File: config.mk
export PLATFORM = sky130hd
export DESIGN_NAME = two_port_parallel_io
export DESIGN_NICKNAME = d
export VERILOG_FILES = /design/src/hdl/gpio_pkg.sv /design/src/hdl/gpio_pin.sv /design/src/hdl/two_port_parallel_io.sv
export SDC_FILE = /design/constraint.sdc
export NUM_CORES = 1
export LEC_CHECK = 0
export BUFFER_PORTS_ARGS = -buffer_cell sky130_fd_sc_hd__buf_2
export CORE_AREA = 2 2 88 90
export DETAILED_ROUTE_END_ITERATION = 7
export DIE_AREA = 0 0 90 92
export GPL_TIMING_DRIVEN = 0
export HOLD_SLACK_MARGIN = 0.06
export PLACE_DENSITY = 0.72
export SLEW_MARGIN = 30
export SYNTH_ARGS = -nofsm -noshare
export SYNTH_HDL_FRONTEND = slang
export SYNTH_SLANG_ARGS = --single-unit
File: constraint.sdc
create_clock -name ref_clk -period 3.2 [get_ports ref_clk]
set_clock_uncertainty 0.05 [all_clocks]
set_input_delay 0.16 -clock ref_clk [delete_from_list [all_inputs] [get_ports ref_clk]]
set_output_delay 0.16 -clock ref_clk [all_outputs]
set_load 0.01 [all_outputs]
File: src/hdl/gpio_pkg.sv
/*
 * gpio_pkg: register map, widths and reset values for the two-port
 * parallel i/o block.
 * assumes: apb slave with 32-bit data, one register per aligned word.
 */
package gpio_pkg;
   // ************************************************************
   // register indices (printed offsets) and chosen indices
   // ************************************************************
   localparam logic [7:0] IDX_PA_LATCH  = 8'h00;  // port a data
   localparam logic [7:0] IDX_PB_LATCH  = 8'h01;  // port b data
   localparam logic [7:0] IDX_PA_DIR    = 8'h04;  // port a direction
   localparam logic [7:0] IDX_PB_DIR    = 8'h05;  // port b direction
   localparam logic [7:0] IDX_PA_PULLUP = 8'h08;  // port a pullup enable
   localparam logic [7:0] IDX_MUX_CTRL  = 8'h0C;  // peripheral sharing control
   localparam int         BYTE_SHIFT    = 2;      // byte address = index * 4
   // ************************************************************
   // widths
   // ************************************************************
   localparam int PA_W = 5;
   localparam int PB_W = 8;
   // ************************************************************
   // reset values
   // ************************************************************
   localparam logic [PA_W-1:0] PA_DIR_RST    = 5'h00;
   localparam logic [PB_W-1:0] PB_DIR_RST    = 8'h00;
   localparam logic [PA_W-1:0] PA_PULLUP_RST = 5'h00;
   // ************************************************************
   // pin positions of shared functions
   // ************************************************************
   localparam int PA_TIMER_CHANNEL_ZERO_PIN = 2;  // timer channel zero pin
   localparam int PA_TIMER_CHANNEL_ONE_PIN = 3;  // timer channel one pin
   localparam int PB_TXD  = 0;  // serial transmit pin
   localparam int PB_RXD  = 1;  // serial receive pin
   localparam int PB_CKI  = 6;  // external clock input pin
   localparam int PB_CKO  = 7;  // external clock output pin
   localparam int ADC_PIN_BASE = 2;  // analog channels on pins 2..5
   localparam int ADC_CHANS    = 4;
   // mux control bit positions
   localparam int MUX_CKO_BIT = 0;
   localparam int MUX_CKI_BIT = 1;
endpackage : gpio_pkg

File: src/hdl/gpio_pin.sv
/*
 * gpio_pin: one pin's direction, latch and pin read selection.
 * assumes: an override from a peripheral takes priority over port control.
 */
`timescale 1ns/1ps
`default_nettype none
module gpio_pin (
   input  wire logic latch,       // software data latch
   input  wire logic dir,         // 1 = output
   input  wire logic pin_in,      // sampled pin level
   input  wire logic ovr_en,      // peripheral owns the pin
   input  wire logic ovr_oe,      // peripheral output enable
   input  wire logic ovr_out,     // peripheral output level
   output logic      pin_out,     // pad output value
   output logic      pin_oe,      // pad output enable
   output logic      read_val     // value seen by a port read
);
   // ************************************************************
   // pad drive and read path
   // ************************************************************
   // direction bit enables the buffer unless a peripheral owns it
   assign pin_oe   = ovr_en ? ovr_oe : dir;
   assign pin_out  = ovr_en ? ovr_out : latch;
   // output pins read back the latch, input pins the pad level
   assign read_val = dir ? latch : pin_in;
endmodule : gpio_pin
`default_nettype wire

File: src/hdl/two_port_parallel_io.sv
/*
 * two_port_parallel_io: five-pin port a and eight-pin port b with data
 * latches, direction bits, port a pullups and peripheral pin sharing.
 * assumes: apb master on ref_clk; pins already synchronous; peripherals
 * supply their enables and output levels as plain inputs.
 */
// Register access over APB was left to the implementer.
// Behaviour
// - port a five latches, untouched by reset
// - port b eight latches, untouched by reset
// - direction one drives pin, zero input
// - reset clears all direction bits
// - port a read: latch if output, pin otherwise
// - port b read: latch if output, pin otherwise
// - data writes always update latches
// - pullup bit connects the port a pullup
// - pullup forced off on output pins
// - serial disabled returns its pins to gpio
// - selected analog channel forces pin input
// - timer edge/level bits claim timer pins
// - keypad enable makes pin a wake input
// - clock pins taken when configured
`timescale 1ns/1ps
`default_nettype none
module two_port_parallel_io
   import gpio_pkg::*;
#(
   parameter int PA_WIDTH = PA_W,
   parameter int PB_WIDTH = PB_W
) (
   input  wire logic                ref_clk,
   input  wire logic                rst_n,
   // apb slave
   input  wire logic                psel,
   input  wire logic                penable,
   input  wire logic                pwrite,
   input  wire logic [11:0]         paddr,
   input  wire logic [31:0]         pwdata,
   output logic                     pready,
   output logic                     pslverr,
   output logic      [31:0]         prdata,
   // port a pads
   input  wire logic [PA_WIDTH-1:0] pa_in,
   output logic      [PA_WIDTH-1:0] pa_out,
   output logic      [PA_WIDTH-1:0] pa_oe,
   output logic      [PA_WIDTH-1:0] pa_pullup_on,
   // port b pads
   input  wire logic [PB_WIDTH-1:0] pb_in,
   output logic      [PB_WIDTH-1:0] pb_out,
   output logic      [PB_WIDTH-1:0] pb_oe,
   // keypad sharing
   input  wire logic [PA_WIDTH-1:0] keypad_irq_pin_enable,
   output logic      [PA_WIDTH-1:0] keypad_wake_input,
   // timer sharing
   input  wire logic [1:0]          timer_edge_level_sel_a,
   input  wire logic [1:0]          timer_edge_level_sel_b,
   input  wire logic [1:0]          timer_chan_oe,
   input  wire logic [1:0]          timer_chan_out,
   output logic                     timer_channel_zero_pin,
   output logic                     timer_channel_one_pin,
   // serial sharing
   input  wire logic                serial_if_enable,
   input  wire logic                serial_tx_data,
   output logic                     serial_rx_data,
   // analog converter sharing
   input  wire logic                adc_chan_valid,
   input  wire logic [1:0]          adc_chan_sel,
   // clock generator sharing, then the analog pin active flag
   input  wire logic                clkgen_out_enable,
   input  wire logic                clkgen_in_enable,
   input  wire logic                clkgen_clock_out,
   output logic                     external_clock_input,
   output logic                     analog_pin_active
);
   // ************************************************************
   // register state
   // ************************************************************
   logic [PA_WIDTH-1:0] port_a_pin_latch;      // no reset by design
   logic [PB_WIDTH-1:0] port_b_pin_latch;      // no reset by design
   logic [PA_WIDTH-1:0] port_a_direction;      // 1 = output
   logic [PB_WIDTH-1:0] port_b_direction;      // 1 = output
   logic [PA_WIDTH-1:0] port_a_pullup_enable;  // 1 = pullup wanted
   logic [1:0]          mux_ctrl;              // clock pin selection

   // ************************************************************
   // apb decode
   // ************************************************************
   wire  [9:0] word_idx  = paddr[11:BYTE_SHIFT];
   wire        aligned   = (paddr[BYTE_SHIFT-1:0] == 2'h0);
   wire        hit_pa    = aligned && (word_idx == {2'h0, IDX_PA_LATCH});
   wire        hit_pb    = aligned && (word_idx == {2'h0, IDX_PB_LATCH});
   wire        hit_pad   = aligned && (word_idx == {2'h0, IDX_PA_DIR});
   wire        hit_pbd   = aligned && (word_idx == {2'h0, IDX_PB_DIR});
   wire        hit_pu    = aligned && (word_idx == {2'h0, IDX_PA_PULLUP});
   wire        hit_mux   = aligned && (word_idx == {2'h0, IDX_MUX_CTRL});
   wire        mapped    = hit_pa | hit_pb | hit_pad | hit_pbd | hit_pu | hit_mux;
   wire        access    = psel & penable;
   wire        wr_en     = access & pwrite & mapped;

   // zero wait states; unmapped addresses answer with an error
   assign pready  = 1'b1;
   assign pslverr = access & ~mapped;

   // ************************************************************
   // pin sharing decisions
   // ************************************************************
   logic [PA_WIDTH-1:0] pa_ovr_en;   // peripheral owns port a pin
   logic [PA_WIDTH-1:0] pa_ovr_oe;
   logic [PA_WIDTH-1:0] pa_ovr_out;
   logic [PB_WIDTH-1:0] pb_ovr_en;   // peripheral owns port b pin
   logic [PB_WIDTH-1:0] pb_ovr_oe;
   logic [PB_WIDTH-1:0] pb_ovr_out;
   logic [PA_WIDTH-1:0] pa_read;
   logic [PB_WIDTH-1:0] pb_read;
   logic [PB_WIDTH-1:0] adc_onehot;  // pin claimed by the converter
   wire  [1:0]          timer_owns = timer_edge_level_sel_a | timer_edge_level_sel_b;

   always_comb begin
      // defaults: port logic owns every pin
      pa_ovr_en  = '0;
      pa_ovr_oe  = '0;
      pa_ovr_out = '0;
      pb_ovr_en  = '0;
      pb_ovr_oe  = '0;
      pb_ovr_out = '0;
      adc_onehot = '0;
      // timer channels sit on pins 2 and 3 of port a
      pa_ovr_en[PA_TIMER_CHANNEL_ZERO_PIN]  = timer_owns[0];
      pa_ovr_oe[PA_TIMER_CHANNEL_ZERO_PIN]  = timer_chan_oe[0];
      pa_ovr_out[PA_TIMER_CHANNEL_ZERO_PIN] = timer_chan_out[0];
      pa_ovr_en[PA_TIMER_CHANNEL_ONE_PIN]  = timer_owns[1];
      pa_ovr_oe[PA_TIMER_CHANNEL_ONE_PIN]  = timer_chan_oe[1];
      pa_ovr_out[PA_TIMER_CHANNEL_ONE_PIN] = timer_chan_out[1];
      // serial owns its pins only while enabled
      pb_ovr_en[PB_TXD]  = serial_if_enable;
      pb_ovr_oe[PB_TXD]  = serial_if_enable;
      pb_ovr_out[PB_TXD] = serial_tx_data;
      pb_ovr_en[PB_RXD]  = serial_if_enable;
      // clock pins need both configuration and generator enable
      pb_ovr_en[PB_CKO]  = mux_ctrl[MUX_CKO_BIT] & clkgen_out_enable;
      pb_ovr_oe[PB_CKO]  = 1'b1;
      pb_ovr_out[PB_CKO] = clkgen_clock_out;
      pb_ovr_en[PB_CKI]  = mux_ctrl[MUX_CKI_BIT] & clkgen_in_enable;
      // converter wins last: it forces a plain input
      if (adc_chan_valid) begin
         adc_onehot[ADC_PIN_BASE + int'(adc_chan_sel)] = 1'b1;
      end
      pb_ovr_en  = pb_ovr_en | adc_onehot;
      pb_ovr_oe  = pb_ovr_oe & ~adc_onehot;
   end

   // ************************************************************
   // per-pin drive and read selection
   // ************************************************************
   genvar gi;
   generate
      for (gi = 0; gi < PA_WIDTH; gi++) begin : g_pa
         gpio_pin u_pin (
            .latch    (port_a_pin_latch[gi]),
            .dir      (port_a_direction[gi]),
            .pin_in   (pa_in[gi]),
            .ovr_en   (pa_ovr_en[gi]),
            .ovr_oe   (pa_ovr_oe[gi]),
            .ovr_out  (pa_ovr_out[gi]),
            .pin_out  (pa_out[gi]),
            .pin_oe   (pa_oe[gi]),
            .read_val (pa_read[gi])
         );
      end
      for (gi = 0; gi < PB_WIDTH; gi++) begin : g_pb
         gpio_pin u_pin (
            .latch    (port_b_pin_latch[gi]),
            .dir      (port_b_direction[gi]),
            .pin_in   (pb_in[gi]),
            .ovr_en   (pb_ovr_en[gi]),
            .ovr_oe   (pb_ovr_oe[gi]),
            .ovr_out  (pb_ovr_out[gi]),
            .pin_out  (pb_out[gi]),
            .pin_oe   (pb_oe[gi]),
            .read_val (pb_read[gi])
         );
      end
   endgenerate

   // pullup only on pins that are inputs by direction
   assign pa_pullup_on = port_a_pullup_enable & ~port_a_direction;

   // keypad sees the pad level on every enabled pin
   assign keypad_wake_input      = pa_in & keypad_irq_pin_enable;
   assign timer_channel_zero_pin = pa_in[PA_TIMER_CHANNEL_ZERO_PIN];
   assign timer_channel_one_pin  = pa_in[PA_TIMER_CHANNEL_ONE_PIN];
   // idle high while the serial block is off
   assign serial_rx_data         = serial_if_enable ? pb_in[PB_RXD] : 1'b1;
   assign external_clock_input   = pb_ovr_en[PB_CKI] & pb_in[PB_CKI];
   assign analog_pin_active      = |adc_onehot;

   // ************************************************************
   // read mux: upper bits read as zero
   // ************************************************************
   logic [31:0] next_prdata;
   always_comb begin
      next_prdata = '0;
      if (hit_pa)  next_prdata[PA_WIDTH-1:0] = pa_read;
      if (hit_pb)  next_prdata[PB_WIDTH-1:0] = pb_read;
      if (hit_pad) next_prdata[PA_WIDTH-1:0] = port_a_direction;
      if (hit_pbd) next_prdata[PB_WIDTH-1:0] = port_b_direction;
      if (hit_pu)  next_prdata[PA_WIDTH-1:0] = port_a_pullup_enable;
      if (hit_mux) next_prdata[1:0]          = mux_ctrl;
   end
   // read data registered in setup so it stands ready for the access edge
   always_ff @(posedge ref_clk or negedge rst_n) begin
      if (!rst_n) begin
         prdata <= 32'h0000_0000;
      end else if (psel && !pwrite) begin
         prdata <= next_prdata;
      end
   end

   // ************************************************************
   // data latches: no reset, a write always lands
   // ************************************************************
   // the latches keep their content across reset on purpose
   always_ff @(posedge ref_clk) begin
      if (wr_en && hit_pa) begin
         port_a_pin_latch <= pwdata[PA_WIDTH-1:0];
      end
      if (wr_en && hit_pb) begin
         port_b_pin_latch <= pwdata[PB_WIDTH-1:0];
      end
   end

   // ************************************************************
   // control registers
   // ************************************************************
   // software should load a latch before turning its pin to output
   always_ff @(posedge ref_clk or negedge rst_n) begin
      if (!rst_n) begin
         port_a_direction     <= PA_DIR_RST;
         port_b_direction     <= PB_DIR_RST;
         port_a_pullup_enable <= PA_PULLUP_RST;
         mux_ctrl             <= 2'h0;
      end else if (wr_en) begin
         if (hit_pad) port_a_direction     <= pwdata[PA_WIDTH-1:0];
         if (hit_pbd) port_b_direction     <= pwdata[PB_WIDTH-1:0];
         if (hit_pu)  port_a_pullup_enable <= pwdata[PA_WIDTH-1:0];
         if (hit_mux) mux_ctrl             <= pwdata[1:0];
      end
   end
endmodule : two_port_parallel_io
`default_nettype wire

==> results_dict.tcl <==
set metrics [dict create \
    setup_violations 0 \
    synth_area_um2 2830 \
    fillers 729 \
    critical_path_class "in -> reg" \
    placement.io_buffers 108 \
    gp_congestion 0.866 \
    relSlewSlack_pct 55.3 \
    clock_latency_ns 0.31 \
    hold_start "pwdata[1]" \
    reg2reg_to "prdata[0]" \
    diodes 0 \
    postCtsSetupRepairBufs 0 \
    yosysSeqAreaShare_pct 38.6 \
    critical_path_required_ns 3.09 \
    setup_tns_ns 0 \
    arrival_ns 1.66 \
    place_hpwl_um 6110 \
    crit_fanout 8 \
    finalHoldViolCount 0 \
    dr_total_vias 2450 \
    syn_inst 278 \
    leakage_nw 1.88 \
    nets 506 \
    via_per_inst 4.66 \
    regToRegStartpoint "port_a_pullup_enable[0]" \
    max_cap_violations 0 \
    gr-total-overflow 0 \
    dp_worst_setup_slack_ns 0.911 \
    min_path_cells 1 \
    cts.clk_slew.worst_paths_ns 0.09 \
    status "completed" \
    die_area_um2 8280 \
    fin_crit_sh_pct 55.4 \
    ys_types 57 \
    synth_warnings 0 \
    grt_max_degree 29 \
    grt_pass1_vias 2379 \
    io-pin-count 158 \
    hold_path.class "in -> reg" \
    synth-edff-count 13 \
    end_kind "flop" \
    ys_ff_latch 41 \
    antenna_found_initial 0 \
    reg2reg_depth 4 \
    pwr_density_cell_nw_per_um2 294 \
    core_um2 7450 \
    grt_util_all_layers_pct 18.8 \
    drc_errors 0 \
    vdd_drop_max_mv 0.214 \
    timing.final.crit_period_ns 1.77 \
    rows 32 \
    fin_area_um2 3750 \
    async_reset_ff_share_pct 68.3 \
    setup_slack_ns 1.43 \
    ctsHtreeMaxLevel 2 \
    avgSynthCellArea_um2 10.2 \
    initial_core_util_pct 38.0 \
    rsz0062_at_grt "false" \
    clock.fmax_mhz 564 \
    fp.dieH_um 92 \
    tightest_slew_ns 0.671 \
    area_delta_synth_final_pct 32.7 \
    cts_inserted_buffers 5 \
    die_w_um 90 \
    tritoncts "yes" \
    synth_ff_type "dfrtp_1" \
    clock-root-buffer "clkbuf_8" \
    grt_pass1_wl_um 12200 \
    wl_um 7750 \
    drt_first_pass_iters 4 \
    clockBufferDepth 2 \
    regToRegSetupSlack_ns 1.77 \
    cts_resized 0 \
    startpoint_type "primary input" \
    cts_num_sinks 41 \
    hold_end "port_a_pin_latch[1]" \
    place_area_um2 3580 \
    drt-initial-drc-count 89 \
    drive_gt1_share_pct 46.0 \
    wl_per_cell_um 14.7 \
    total_power_mw 1.10 \
    ant_nets 0 \
    timing.final.max_slew_violations 0 \
]
-- area by class of cell --
class | instances | area [µm²] | share of cell area [%]
repair buffers | 115 | 611 | 16.3
clock inverters | 3 | 22.5 | 0.600
well taps | 102 | 128 | 3.40
inverters | 6 | 22.5 | 0.600
multi-input cells | 193 | 1370 | 36.4
flip-flops and latches | 41 | 1090 | 29.1
clock buffers | 5 | 68.8 | 1.83
plain buffers | 61 | 442 | 11.8
-- per-stage QoR --
step                      hold WS [ns]  instances  utilization [%]
final                           0.0714        526             50.4
after global routing            0.0654        526             50.4
after CTS                       0.0651        526             50.3
after detailed placement         0.189        511             48.1
after global placement           0.185        511             48.1
after floorplan                 -0.186        301                -
-- synth_stat cells (2+ instances only) --
cell | number | area, µm²
a22oi_1 | 3 | 22.5
and2_1 | 9 | 56.3
a21boi_0 | 4 | 30.0
mux2_2 | 6 | 67.6
a21oi_1 | 7 | 35.0
a2bb2oi_1 | 3 | 26.3
or2b_2 | 2 | 17.5
dfrtp_1 | 28 | 701
nand2b_1 | 6 | 37.5
o21ai_0 | 5 | 25.0
mux2_1 | 20 | 225
o41ai_1 | 4 | 35.0
mux2i_1 | 8 | 80.1
conb_1 | 2 | 7.51
nor3b_1 | 3 | 22.5
nand4_1 | 3 | 18.8
a211oi_1 | 2 | 15.0
or3_1 | 2 | 12.5
nand3b_1 | 2 | 15.0
o221ai_1 | 3 | 26.3
edfxtp_1 | 13 | 390
inv_1 | 6 | 22.5
buf_4 | 53 | 398
or2_2 | 3 | 18.8
nor3_1 | 4 | 20.0
and3_1 | 6 | 37.5
o21ai_1 | 2 | 10.0
clkbuf_1 | 4 | 15.0
nor2b_1 | 12 | 75.1
nand2_1 | 15 | 56.3
nor2_1 | 12 | 45.0
-- cell families (layout without fill, tap and decap cells) --
kind of cell    after synthesis  in the layout  synth area share, %
other cells                   2             25                0.266
buf+inv                      67            190                 16.4
flops                        41             41                 38.6
simple gates                 94             94                 20.9
mux                          34             34                 13.2
compound gates               40             40                 10.6
-- cell usage in the layout (no fill, tap or decap), types with 4 or more instances in the layout --
cell type / count
buf_2: 109
buf_4: 53
dfrtp_1: 28
conb_1: 25
mux2_1: 20
nand2_1: 15
edfxtp_1: 13
nor2b_1: 12
nor2_1: 11
and2_1: 9
mux2i_1: 8
a21oi_1: 7
dlygate4sd3_1: 7
inv_1: 6
nand2b_1: 6
and3_1: 6
mux2_2: 6
o21ai_0: 5
clkbuf_8: 5
clkbuf_1: 4
a21boi_0: 4
o41ai_1: 4
-- worst max path at each step --
stage | endpoint | cells past startpoint | from | slack [ns]
after floorplan | port_a_pin_latch[0] | 3 | paddr[3] | 1.54
after global placement | port_b_pin_latch[2] | 4 | paddr[9] | 0.95
after detailed placement | port_a_pin_latch[2] | 4 | paddr[9] | 0.91
after CTS | port_a_pin_latch[0] | 4 | paddr[9] | 1.22
after global routing | port_b_pin_latch[7] | 4 | paddr[9] | 1.36
final | port_b_pin_latch[1] | 4 | paddr[9] | 1.43
-- per-layer routing --
layer,share of wire [%],GRT usage (%)
met1,43,23.9
met2,50,33.2
met3,6.2,3.78
met4,0.67,4.23
met5,0,0
-- flip-flops by register name, summed over array words and instances, names as in the netlist --
register              count
port_a_pin_latch          5
port_b_direction          8
port_b_pin_latch          8
mux_ctrl                  2
port_a_direction          5
prdata                    8
port_a_pullup_enable      5
-- power by group --
part	switching, mW	internal, mW	total [mW]	leakage, nW
Sequential	0.00221	0.544	0.546	0.504
Clock	0.198	0.153	0.351	0.0364
Combinational	0.106	0.101	0.207	1.34
-- critical path, stage by stage --
cell and delay, ns:
buf_2 0.12, nor4_4 0.45, nand4_1 0.32, nor2_2 0.61
-- repair_timing --
action                                  CTS  global route
hold buffers                              7             0
endpoints found under the setup margin    0             0
endpoints found under the hold margin    40             0
No activity file was read; power rests on OpenSTA's default activity.
